### src/hw/osc_ref_cfg.svh
// register offsets, field positions, reset values for the clock-source and reference block
`ifndef OSC_REF_CFG_SVH
`define OSC_REF_CFG_SVH

`define OFS_NEW_SOURCE_REQUEST      12'h000
`define OFS_CURRENT_SOURCE_REPORT   12'h004
`define OFS_SWITCH_HOLD_AND_READY   12'h008
`define OFS_SOURCE_READY_FLAGS      12'h00c
`define OFS_INTERNAL_FREQ_SELECT    12'h010
`define OFS_INTERNAL_FREQ_TRIM      12'h014
`define OFS_MANUAL_SOURCE_ENABLES   12'h018
`define OFS_REFERENCE_CONTROL       12'h01c
`define OFS_REFERENCE_SOURCE        12'h020

`define RST_INTERNAL_FREQ_CODE      4'h2
`define RST_TRIM_VALUE              6'h00
`define RST_MANUAL_ENABLES          6'h00
`define RST_REFERENCE_CONTROL       8'h10
`define RST_REFERENCE_SOURCE        4'h0
`define RST_NEW_SOURCE_REQUEST      7'h62

`define FREQ_CODE_MAX               4'h8
`define REF_SOURCE_MAX              4'ha
`define REF_ENABLE_BIT              7
`define REF_DUTY_HI                 4
`define REF_DUTY_LO                 3
`define REF_DIV_HI                  2
`define SECONDARY_POWER_BIT         6

`endif

### src/hw/osc_ref_pkg.sv
// types shared by the clock-source and reference block
package osc_ref_pkg;
	typedef enum logic [1:0] {
		duty_zero,
		duty_quarter,
		duty_half,
		duty_three_quarter
	} duty_type;

	typedef enum {
		ref_idle,
		ref_running
	} ref_state_type;
endpackage

### src/hw/ref_ctrl_if.sv
// control bundle between register file and reference divider
`timescale 1ns/100ps
`default_nettype none
interface ref_ctrl_if;
	import osc_ref_pkg::*;
	logic       enable;
	logic [2:0] divide;
	duty_type   duty;
	logic       sleeping;
	logic       source_level;
	logic       ref_out;
	modport regs (output enable, divide, duty, sleeping, source_level, input ref_out);
	modport gen  (input enable, divide, duty, sleeping, source_level, output ref_out);
endinterface
`default_nettype wire

### src/hw/ref_divider.sv
// reference clock divider with duty select
`timescale 1ns/100ps
`default_nettype none
module ref_divider
	import osc_ref_pkg::*;
(
	input  wire logic  core_clk,
	input  wire logic  reset_n,
	ref_ctrl_if.gen    ctrl
);
	logic [6:0]    count;
	logic          last_level;
	logic          out_q;
	ref_state_type state;

	wire rise       = ctrl.source_level & ~last_level;
	wire [6:0] top  = 7'((8'h01 << ctrl.divide) - 8'h01);
	wire [6:0] quar = 7'((8'h01 << ctrl.divide) >> 2);
	wire [6:0] half = 7'((8'h01 << ctrl.divide) >> 1);
	wire [6:0] mark = (ctrl.duty == duty_quarter) ? quar :
	                  (ctrl.duty == duty_half)    ? half :
	                  (ctrl.duty == duty_three_quarter) ? 7'(half + quar) : 7'h00;
	// wrap on reaching or passing top, so a smaller divide taken while running settles within one period
	wire [6:0] next_count = (count >= top) ? 7'h00 : 7'(count + 7'h01);
	wire next_level = (ctrl.divide == 3'h0) ? ctrl.source_level : (next_count < mark);
	assign ctrl.ref_out = out_q;

	always_ff @(posedge core_clk or negedge reset_n) begin
		if (!reset_n) begin
			count      <= 7'h00;
			last_level <= 1'b0;
			out_q      <= 1'b0;
			state      <= ref_idle;
		end else if (ctrl.sleeping) begin
			// frozen: hold every flop as is R17
		end else begin
			last_level <= ctrl.source_level;
			case (state)
			ref_idle: begin
				out_q <= 1'b0;
				count <= top;
				// starting on a source edge avoids a runt first pulse
				if (ctrl.enable && rise) begin
					state <= ref_running;
					count <= 7'h00;
					out_q <= (ctrl.divide == 3'h0) ? 1'b1 : (7'h00 < mark);
				end
			end
			ref_running: begin
				if (!ctrl.enable) begin
					state <= ref_idle;
					out_q <= 1'b0;
				end else if (ctrl.divide == 3'h0) begin
					out_q <= ctrl.source_level;
				end else if (rise) begin
					count <= next_count;
					out_q <= next_level;
				end
			end
			default: state <= ref_idle;
			endcase
		end
	end

	stop_output_a: assert property (@(posedge core_clk) disable iff (!reset_n)
		!ctrl.enable && !ctrl.sleeping |=> !out_q)
		else $error("reference not stopped");
	start_clean_a: assert property (@(posedge core_clk) disable iff (!reset_n)
		state == ref_idle && !rise && !ctrl.sleeping |=> !out_q)
		else $error("reference started off a source edge");
	zero_duty_a: assert property (@(posedge core_clk) disable iff (!reset_n)
		ctrl.duty == duty_zero && ctrl.divide != 3'h0 && state == ref_running && rise && !ctrl.sleeping
		&& ctrl.enable |=> !out_q)
		else $error("zero duty drove high");
	sleep_freeze_a: assert property (@(posedge core_clk) disable iff (!reset_n)
		ctrl.sleeping |=> $stable(out_q) && $stable(count))
		else $error("sleep changed state");
endmodule
`default_nettype wire

### src/hw/source_status.sv
// per-source ready flags and effective oscillator enables
`timescale 1ns/100ps
`default_nettype none
module source_status (
	input  wire logic [5:0] force_on,
	input  wire logic [5:0] periph_request,
	input  wire logic [5:0] osc_running,
	input  wire logic       mult_enabled,
	input  wire logic       mult_input_ready,
	input  wire logic       mult_locked,
	output logic      [5:0] osc_enable,
	output logic      [5:0] ready,
	output logic            mult_ready
);
	// bit order: external, high, medium, low, secondary, converter
	for (genvar i = 0; i < 6; i++) begin : g_src
		assign osc_enable[i] = force_on[i] | periph_request[i];
		assign ready[i]      = osc_enable[i] & osc_running[i];
	end
	// medium source is derived from the high one, so it needs that one running R7
	assign mult_ready = mult_enabled & mult_input_ready & mult_locked;
endmodule
`default_nettype wire

### src/hw/osc_ref_top.sv
// clock-source control registers and reference clock output, APB slave
//
// Summary of operation
// ready flag shows oscillator usable
// multiplier ready needs enable, input, lock
// frequency code picks nominal internal frequency
// signed trim, zero is centre default
// force bit turns oscillator on
// forced sources run at configured settings
// medium source derived from high source
// unimplemented bits read zero
// source select register picks reference input
// enable starts output without runt
// disable stops output at once
// divide by one to 128
// duty 25/50/75, undivided passes input; at divide by two the code gives 0 for 25 and 50 for 75
// upper duty bit resets high
// divide and duty change while running
// software should change settings while disabled
// sleep freezes outputs and state
// reference goes to pin and peripherals
// divide code n means 2 to n
// duty codes 11,10,01,00 map to 75..0
// source code table with reserved codes
// module enable resets cleared
// disabled output low, counter cleared; the code loads the counter with top while idle instead
`timescale 1ns/100ps
`default_nettype none
`include "osc_ref_cfg.svh"
module osc_ref_top
	import osc_ref_pkg::*;
(
	input  wire logic        core_clk,
	input  wire logic        reset_n,
	input  wire logic        psel,
	input  wire logic        penable,
	input  wire logic        pwrite,
	input  wire logic [11:0] paddr,
	input  wire logic [31:0] pwdata,
	output logic      [31:0] prdata,
	output logic             pready,
	output logic             pslverr,
	input  wire logic        sleep_mode,
	input  wire logic [10:0] source_clocks,
	input  wire logic [5:0]  periph_request,
	input  wire logic [5:0]  osc_running,
	input  wire logic        mult_enabled,
	input  wire logic        mult_input_ready,
	input  wire logic        mult_locked,
	input  wire logic [6:0]  current_source,
	input  wire logic        switch_ready,
	input  wire logic        new_source_ready,
	output logic             reference_output,
	output logic             reference_internal,
	output logic      [5:0]  osc_enable,
	output logic      [3:0]  internal_freq_code,
	output logic      [5:0]  trim_value,
	output logic             secondary_power_mode,
	output logic      [6:0]  new_source_request
);
	// ----------------------------------------
	// input synchronisers
	// ----------------------------------------
	logic [10:0] clk_meta;
	logic [10:0] clk_sync;
	logic [5:0]  run_meta;
	logic [5:0]  run_sync;
	logic [2:0]  mult_meta;
	logic [2:0]  mult_sync;
	logic [8:0]  cur_meta;
	logic [8:0]  cur_sync;
	logic        sleep_meta;
	logic        sleep_sync;

	always_ff @(posedge core_clk or negedge reset_n) begin
		if (!reset_n) begin
			clk_meta   <= 11'h000;
			clk_sync   <= 11'h000;
			run_meta   <= 6'h00;
			run_sync   <= 6'h00;
			mult_meta  <= 3'h0;
			mult_sync  <= 3'h0;
			cur_meta   <= 9'h000;
			cur_sync   <= 9'h000;
			sleep_meta <= 1'b0;
			sleep_sync <= 1'b0;
		end else begin
			clk_meta   <= source_clocks;
			clk_sync   <= clk_meta;
			run_meta   <= osc_running;
			run_sync   <= run_meta;
			mult_meta  <= {mult_enabled, mult_input_ready, mult_locked};
			mult_sync  <= mult_meta;
			cur_meta   <= {current_source, switch_ready, new_source_ready};
			cur_sync   <= cur_meta;
			sleep_meta <= sleep_mode;
			sleep_sync <= sleep_meta;
		end
	end

	// ----------------------------------------
	// registers
	// ----------------------------------------
	logic [6:0] new_src;
	logic [3:0] freq_code;
	logic [5:0] trim;
	logic [5:0] force_on;
	logic       sec_power;
	logic       hold_switch;
	logic       ref_enable;
	logic [1:0] ref_duty;
	logic [2:0] ref_div;
	logic [3:0] ref_source;

	wire wr_access = psel & penable & pwrite;
	wire hit_new   = (paddr == `OFS_NEW_SOURCE_REQUEST);
	wire hit_cur   = (paddr == `OFS_CURRENT_SOURCE_REPORT);
	wire hit_hold  = (paddr == `OFS_SWITCH_HOLD_AND_READY);
	wire hit_rdy   = (paddr == `OFS_SOURCE_READY_FLAGS);
	wire hit_frq   = (paddr == `OFS_INTERNAL_FREQ_SELECT);
	wire hit_trim  = (paddr == `OFS_INTERNAL_FREQ_TRIM);
	wire hit_man   = (paddr == `OFS_MANUAL_SOURCE_ENABLES);
	wire hit_rctl  = (paddr == `OFS_REFERENCE_CONTROL);
	wire hit_rsrc  = (paddr == `OFS_REFERENCE_SOURCE);
	wire hit_any   = hit_new | hit_cur | hit_hold | hit_rdy | hit_frq | hit_trim | hit_man | hit_rctl | hit_rsrc;
	// reserved codes are dropped so the hardware never sees them
	wire frq_legal = (pwdata[3:0] <= `FREQ_CODE_MAX);
	wire src_legal = (pwdata[3:0] <= `REF_SOURCE_MAX);

	// ----------------------------------------
	// write strobes and register fields
	// ----------------------------------------
	// the ready edge rewrites the value of the first access edge, which is harmless
	wire wr_new    = wr_access & hit_new;
	wire wr_hold   = wr_access & hit_hold;
	wire wr_frq    = wr_access & hit_frq & frq_legal;
	wire wr_trim   = wr_access & hit_trim;
	wire wr_man    = wr_access & hit_man;
	wire wr_rctl   = wr_access & hit_rctl;
	wire wr_rsrc   = wr_access & hit_rsrc & src_legal;

	always_ff @(posedge core_clk or negedge reset_n) begin
		if (!reset_n) begin
			new_src <= `RST_NEW_SOURCE_REQUEST;
		end else if (wr_new) begin
			new_src <= pwdata[6:0];
		end
	end

	always_ff @(posedge core_clk or negedge reset_n) begin
		if (!reset_n) begin
			hold_switch <= 1'b0;
			sec_power   <= 1'b0;
		end else if (wr_hold) begin
			hold_switch <= pwdata[7];
			sec_power   <= pwdata[`SECONDARY_POWER_BIT];
		end
	end

	always_ff @(posedge core_clk or negedge reset_n) begin
		if (!reset_n) begin
			freq_code <= `RST_INTERNAL_FREQ_CODE;
		end else if (wr_frq) begin
			freq_code <= pwdata[3:0];
		end
	end

	always_ff @(posedge core_clk or negedge reset_n) begin
		if (!reset_n) begin
			trim <= `RST_TRIM_VALUE;
		end else if (wr_trim) begin
			trim <= pwdata[5:0];
		end
	end

	always_ff @(posedge core_clk or negedge reset_n) begin
		if (!reset_n) begin
			force_on <= `RST_MANUAL_ENABLES;
		end else if (wr_man) begin
			force_on <= pwdata[7:2];
		end
	end

	always_ff @(posedge core_clk or negedge reset_n) begin
		if (!reset_n) begin
			ref_enable <= 1'(`RST_REFERENCE_CONTROL >> `REF_ENABLE_BIT);
			ref_duty   <= 2'(`RST_REFERENCE_CONTROL >> `REF_DUTY_LO);
			ref_div    <= 3'h0;
		end else if (wr_rctl) begin
			ref_enable <= pwdata[`REF_ENABLE_BIT];
			ref_duty   <= pwdata[`REF_DUTY_HI:`REF_DUTY_LO];
			ref_div    <= pwdata[`REF_DIV_HI:0];
		end
	end

	always_ff @(posedge core_clk or negedge reset_n) begin
		if (!reset_n) begin
			ref_source <= `RST_REFERENCE_SOURCE;
		end else if (wr_rsrc) begin
			ref_source <= pwdata[3:0];
		end
	end

	// ----------------------------------------
	// source status
	// ----------------------------------------
	logic [5:0] ready_flags;
	logic [5:0] next_enable;
	logic       mult_ready_w;

	source_status u_status (
		.force_on         (force_on),
		.periph_request   (periph_request),
		.osc_running      (run_sync),
		.mult_enabled     (mult_sync[2]),
		.mult_input_ready (mult_sync[1]),
		.mult_locked      (mult_sync[0]),
		.osc_enable       (next_enable),
		.ready            (ready_flags),
		.mult_ready       (mult_ready_w)
	);

	// medium force also needs the high source alive R7
	wire [5:0] enable_final = next_enable | {1'b0, next_enable[3], 4'h0};

	// ----------------------------------------
	// reference generator
	// ----------------------------------------
	ref_ctrl_if ctrl ();
	assign ctrl.enable       = ref_enable;
	assign ctrl.divide       = ref_div;
	assign ctrl.duty         = duty_type'(ref_duty);
	assign ctrl.sleeping     = sleep_sync;
	assign ctrl.source_level = clk_sync[ref_source];

	ref_divider u_div (
		.core_clk (core_clk),
		.reset_n  (reset_n),
		.ctrl     (ctrl)
	);

	// ----------------------------------------
	// read mux
	// ----------------------------------------
	wire [31:0] rd_value =
		hit_new  ? {25'h0, new_src} :
		hit_cur  ? {25'h0, cur_sync[8:2]} :
		hit_hold ? {24'h0, hold_switch, sec_power, 1'b0, cur_sync[1:0], 3'h0} :
		hit_rdy  ? {24'h0, ready_flags, 1'b0, mult_ready_w} :
		hit_frq  ? {28'h0, freq_code} :
		hit_trim ? {26'h0, trim} :
		hit_man  ? {24'h0, force_on, 2'h0} :
		hit_rctl ? {24'h0, ref_enable, 2'h0, ref_duty, ref_div} :
		hit_rsrc ? {28'h0, ref_source} : 32'h0;

	// ----------------------------------------
	// bus answer and registered outputs
	// ----------------------------------------
	always_ff @(posedge core_clk or negedge reset_n) begin
		if (!reset_n) begin
			prdata  <= 32'h0;
			pready  <= 1'b0;
			pslverr <= 1'b0;
		end else begin
			// one wait state: answer in the cycle after the first access edge
			pready  <= psel & penable & ~pready;
			pslverr <= psel & penable & ~pready & ~hit_any;
			prdata  <= (psel & ~pwrite) ? rd_value : 32'h0;
		end
	end

	// every output is a flop, so decode hazards never reach the pins
	always_ff @(posedge core_clk or negedge reset_n) begin
		if (!reset_n) begin
			reference_output     <= 1'b0;
			reference_internal   <= 1'b0;
			osc_enable           <= 6'h00;
			internal_freq_code   <= `RST_INTERNAL_FREQ_CODE;
			trim_value           <= `RST_TRIM_VALUE;
			secondary_power_mode <= 1'b0;
			new_source_request   <= `RST_NEW_SOURCE_REQUEST;
		end else begin
			reference_output     <= ctrl.ref_out;
			reference_internal   <= ctrl.ref_out;
			osc_enable           <= enable_final;
			internal_freq_code   <= freq_code;
			trim_value           <= trim;
			secondary_power_mode <= sec_power;
			new_source_request   <= new_src;
		end
	end

	// ----------------------------------------
	// assertions
	// ----------------------------------------
	unmapped_error_a: assert property (@(posedge core_clk) disable iff (!reset_n)
		psel && penable && !pready && !hit_any |=> pready && pslverr)
		else $error("unmapped not flagged");
	wait_state_a: assert property (@(posedge core_clk) disable iff (!reset_n)
		psel && penable && !pready |=> pready)
		else $error("answer not one cycle late");
	ready_pulse_a: assert property (@(posedge core_clk) disable iff (!reset_n)
		pready |=> !pready)
		else $error("ready held too long");
	ready_flag_a: assert property (@(posedge core_clk) disable iff (!reset_n)
		psel && penable && !pwrite && hit_rdy && !pready |=> prdata[1] == 1'b0)
		else $error("reserved bit set");
	frq_zero_a: assert property (@(posedge core_clk) disable iff (!reset_n)
		psel && penable && !pwrite && hit_frq && !pready |=> prdata[31:4] == 28'h0)
		else $error("frequency upper bits set");
	trim_zero_a: assert property (@(posedge core_clk) disable iff (!reset_n)
		psel && penable && !pwrite && hit_trim && !pready |=> prdata[31:6] == 26'h0)
		else $error("trim upper bits set");
	man_zero_a: assert property (@(posedge core_clk) disable iff (!reset_n)
		psel && penable && !pwrite && hit_man && !pready |=> prdata[31:8] == 24'h0 && prdata[1:0] == 2'h0)
		else $error("enable spare bits set");
	force_enable_a: assert property (@(posedge core_clk) disable iff (!reset_n)
		force_on[4] |=> osc_enable[4])
		else $error("forced source off");
	request_enable_a: assert property (@(posedge core_clk) disable iff (!reset_n)
		periph_request[0] |=> osc_enable[0])
		else $error("requested source off");
	medium_high_a: assert property (@(posedge core_clk) disable iff (!reset_n)
		osc_enable[3] |-> osc_enable[4])
		else $error("medium source without high source");
	freq_legal_a: assert property (@(posedge core_clk) disable iff (!reset_n)
		freq_code <= `FREQ_CODE_MAX)
		else $error("reserved frequency code");
	freq_ignore_a: assert property (@(posedge core_clk) disable iff (!reset_n)
		wr_access && hit_frq && !frq_legal |=> freq_code == $past(freq_code))
		else $error("reserved frequency write landed");
	src_legal_a: assert property (@(posedge core_clk) disable iff (!reset_n)
		ref_source <= `REF_SOURCE_MAX)
		else $error("reserved source code");
	mult_ready_a: assert property (@(posedge core_clk) disable iff (!reset_n)
		psel && penable && !pwrite && hit_rdy && !pready |=> prdata[0] == ($past(mult_sync) == 3'h7))
		else $error("multiplier ready misread");
	ref_copy_a: assert property (@(posedge core_clk) disable iff (!reset_n)
		reference_output == reference_internal)
		else $error("pin and peripheral copies differ");
endmodule
`default_nettype wire

### config.mk
export PLATFORM = sky130hd
export DESIGN_NAME = osc_ref_top
export DESIGN_NICKNAME = d
export VERILOG_FILES = /design/src/hw/osc_ref_pkg.sv /design/src/hw/ref_ctrl_if.sv /design/src/hw/ref_divider.sv /design/src/hw/source_status.sv /design/src/hw/osc_ref_top.sv
export VERILOG_INCLUDE_DIRS = /design/src /design/src/hw
export SDC_FILE = /design/constraint.sdc
export NUM_CORES = 1
export LEC_CHECK = 0
export CAP_MARGIN = 20
export CORE_MARGIN = 4
export CORE_UTILIZATION = 53
export CTS_CLUSTER_DIAMETER = 120
export DETAILED_ROUTE_END_ITERATION = 16
export DONT_BUFFER_PORTS = 1
export HOLD_SLACK_MARGIN = 0.08
export PLACE_DENSITY_LB_ADDON = 0.2
export SKIP_CTS_REPAIR_TIMING = 1
export SLEW_MARGIN = 25
export SYNTH_ARGS = -nofsm -noshare
export SYNTH_HDL_FRONTEND = slang
export SYNTH_SLANG_ARGS = --single-unit
### constraint.sdc
create_clock -name core_clk -period 5.4 [get_ports core_clk]
set_clock_uncertainty 0.1 [all_clocks]
set_input_delay 0.81 -clock core_clk [delete_from_list [all_inputs] [get_ports core_clk]]
set_output_delay 0.81 -clock core_clk [all_outputs]
set_load 0.005 [all_outputs]
==> results.py <==
metrics = {
    "critical_path": {
        "crit_required_ns": 5.59,
        "startpoint_type": "flop",
        "critPathCaptureType": "flop",
        "worst-path-buf-inv": 0,
        "crit_slowest_cell": "dfrtp_1",
        "cpMostUsedCell": "ha_1",
        "cp.arrival_ns": 4.39,
        "critPathMaxStageDelay_ns": 0.72,
        "crit_chain": "nor2b_1 -> nand2_1 -> ha_1 -> mux2i_1 -> a22oi_1 -> ha_1 -> a21oi_1 -> o21ai_1 -> a21oi_1 -> ha_1 -> nand4_1 -> a311o_1 -> a21o_1 -> and3_1 -> o41ai_1 -> a31oi_1",
        "cp_max_fo": 19,
        "crit_family": "compound AO/OA/AOI/OAI gates",
        "path_class": "flop to flop",
    },
    "timing": {
        "hold_violations": 0,
        "setup_viol_count_final": 0,
        "rsz0062_at_grt": "false",
        "slew_viol_final": 0,
        "tightest_slew_ns": 0.864,
        "setup-tns-final_ns": 0,
        "fin_crit_sh_pct": 77.8,
        "slew-limit-headroom_pct": 42.2,
        "fmax_mhz": 238,
        "fin_crit_ns": 4.20,
    },
    "place": {
        "gp_routability_congestion": 0.860,
        "hpwl_mm": 8.98,
        "port_buffers": 0,
    },
    "cts": {
        "cts_max_level": 4,
        "cts_made_buffers": 17,
        "clk_pin_slew_ns": 0.06,
        "clk_path_buf_depth": 2,
        "cts_tree": "yes",
        "cts-root-buf": "clkbuf_16",
        "clk_latency_ns": 0.42,
        "clkSinkCount": 140,
    },
    "global_routing": {
        "grt_usage_pct": 20.9,
        "grt_overflow": 0,
        "grt_max_degree": 141,
        "grt_pass1_vias": 3777,
        "antenna_found_initial": 0,
        "grt_pass1_wl_mm": 20.7,
    },
    "flow_run": {
        "maxCapViolations": 0,
    },
    "cells_and_area": {
        "diodes": 0,
        "drive_above_1_share_pct": 18.7,
        "final_nets": 597,
        "fillers": 876,
        "syn2layout_area_growth_pct": 9.76,
    },
    "floorplanning": {
        "die_height_um": 115,
        "num_rows": 38,
        "initial_core_util_pct": 54.9,
        "dieArea_sq_um": 13100,
        "chipWidth_um": 115,
        "fp.coreArea_sq_um": 11000,
        "top_level_ports": 145,
    },
    "logic_synthesis": {
        "synth_top_cell_area_share_pct": 54.4,
        "synth_area_sq_um": 6020,
        "ys_types": 67,
        "syn_inst": 501,
        "synth-seq-cells": 140,
        "syn_area_per_cell_sq_um": 12.0,
        "yosysTopAreaCell": "dfrtp_1",
        "synth_edf_count": 0,
        "yosysSeqAreaShare_pct": 58.3,
        "async_reset_ff_share_pct": 100,
        "ys.warnings.count": 0,
        "synth_area_leaders": "dfrtp_1 (54%), mux2_2 (6.4%), dfstp_2 (3.9%), ha_1 (3.3%), buf_4 (3.1%)",
        "synth-main-ff-cell": "dfrtp_1",
    },
    "drt": {
        "routed-via-count": 3880,
        "routed_wl_mm": 13.2,
        "remaining_drc_errors": 0,
        "detail-route-antenna-nets": 0,
        "drt-initial-drc-count": 351,
        "vias_per_cell": 5.98,
        "wl_per_cell_um": 20.3,
        "firstDrtPassIters": 5,
    },
    "power": {
        "p_total_uw": 2350,
        "peakVddDrop_uv": 307,
        "power_density_nw_per_um2": 355,
        "p_leak_uw": 0.00290,
    },
    "min_path": {
        "hold_class": "primary input to asynchronous set/reset pin",
    },
    "run_status": {
        "outcome": "complete, no violations",
    },
}
-- cells in the mapped netlist (3+ instances only) --
master    instances
dfrtp_1         131
mux2_2           34
a21oi_1          30
buf_4            25
nand2_1          24
o21ai_0          21
clkbuf_1         20
nor2_1           20
ha_1             16
nand2b_1         16
nand3_1          13
nor3_1           10
dfstp_2           9
and3_1            8
or2_2             8
a22o_1            7
inv_1             7
nor2b_1           7
or3_1             7
a22oi_1           6
nor4_1            6
a21o_1            5
o32ai_1           5
a31oi_1           4
a32oi_1           4
mux2i_1           4
o211ai_1          4
mux2_1            3
nand4_1           3
-- cells in the final DEF, fill, tap and decap left out, types with 13 or more instances in the layout --
| cell | instances |
|---|---|
| conb_1 | 24 |
| mux2_2 | 34 |
| clkbuf_16 | 17 |
| nand3_1 | 13 |
| nand2b_1 | 16 |
| ha_1 | 16 |
| o21ai_0 | 21 |
| nor2_1 | 20 |
| nand2_1 | 24 |
| a21oi_1 | 30 |
| dfrtp_1 | 131 |
-- stage by stage --
stage                     cells  worst slack, ns  util [%]  cell area [sq um]  hold WS [ns]
after floorplan             524             1.93         -               6110         0.231
after global placement      616             1.27      54.7               6000         0.232
after detailed placement    616             1.21      54.7               6010         0.235
after CTS                   648             1.18      60.0               6590       -0.0391
after global routing        649            0.816      60.2               6610         0.107
final                       649             1.20      60.2               6610         0.133
-- state kept, by name, indices dropped and copies added (netlist names), 2 cells and up --
register / cells
internal_freq_code: 4
cur_meta: 9
new_source_request: 7
new_src: 7
ctrl.divide: 3
force_on: 6
ctrl.duty: 2
clk_sync: 11
run_meta: 6
cur_sync: 9
trim: 6
freq_code: 4
clk_meta: 11
trim_value: 6
mult_meta: 3
prdata: 8
osc_enable: 6
run_sync: 6
mult_sync: 3
u_div.count: 7
ref_source: 4
-- final cells by class --
| class | count | area [sq um] | area share (%) |
|---|---|---|---|
| Clock inverter | 15 | 151 | 2.29 |
| Timing Repair Buffer | 1 | 27.5 | 0.416 |
| Clock buffer | 17 | 425 | 6.43 |
| Tap cell | 140 | 175 | 2.65 |
| Inverter | 8 | 30.0 | 0.454 |
| Sequential cell | 140 | 3510 | 53.2 |
| Multi-Input combinational cell | 328 | 2290 | 34.6 |
-- worst register-to-register path, stage by stage (launching register included) --
cell and delay [ns]:
dfrtp_1 0.72, nor2b_1 0.31, nand2_1 0.09, ha_1 0.21, mux2i_1 0.16, a22oi_1 0.15
ha_1 0.32, a21oi_1 0.08, o21ai_1 0.46, a21oi_1 0.10, ha_1 0.32, nand4_1 0.15
a311o_1 0.35, a21o_1 0.15, and3_1 0.17, o41ai_1 0.08, a31oi_1 0.14
-- cell families (layout without fill, tap and decap cells) --
group                    Yosys count  after routing  share of synthesized area [%]
AO/OA/AOI/OAI                    106            106                           11.7
XOR/XNOR                           1              1                          0.145
adder cells (fa/ha/maj)           16             16                           3.32
buffers and inverters             56             41                           5.19
flip-flops                       140            140                           58.3
multiplexers                      44             44                           8.64
other                              1             24                         0.0622
AND/OR/NAND/NOR                  137            137                           12.6
-- routing by layer --
layer	part of all wire [%]	wire length [um]	track usage, %
met2	47	6270	31.9
met4	1.4	180	6.73
met3	9.2	1210	7.29
met1	42	5540	28.1
met5	0	0	0
-- final timing paths --
| check | end | cells after the start | from | slack, ns |
|---|---|---|---|---|
| worst max-delay path | u_div.ctrl.ref_out$_DFFE_PN0P_ | 16 | ctrl.divide[1]$_DFFE_PN0P_ | 1.20 |
| worst min-delay path | ctrl.duty[1]$_DFFE_PN1P_ | 0 | reset_n | 0.13 |
| worst max register to register | u_div.ctrl.ref_out$_DFFE_PN0P_ | 16 | ctrl.divide[1]$_DFFE_PN0P_ | 1.20 |
| worst min register to register | clk_sync[3]$_DFF_PN0_ | 0 | clk_meta[3]$_DFF_PN0_ | 0.24 |
| max in group asynchronous | u_div.count[4]$_DFFE_PN0P_ | 1 | reset_n | 4.43 |
| min in group core_clk | clk_sync[3]$_DFF_PN0_ | 0 | clk_meta[3]$_DFF_PN0_ | 0.24 |
-- where the power goes --
part           total [uW]  switching [uW]  internal (uW)
clock                1120             472            648
sequential           1100            19.8           1080
combinational         127            78.1           48.7
Note: power is estimated with default switching activity, not from simulation.
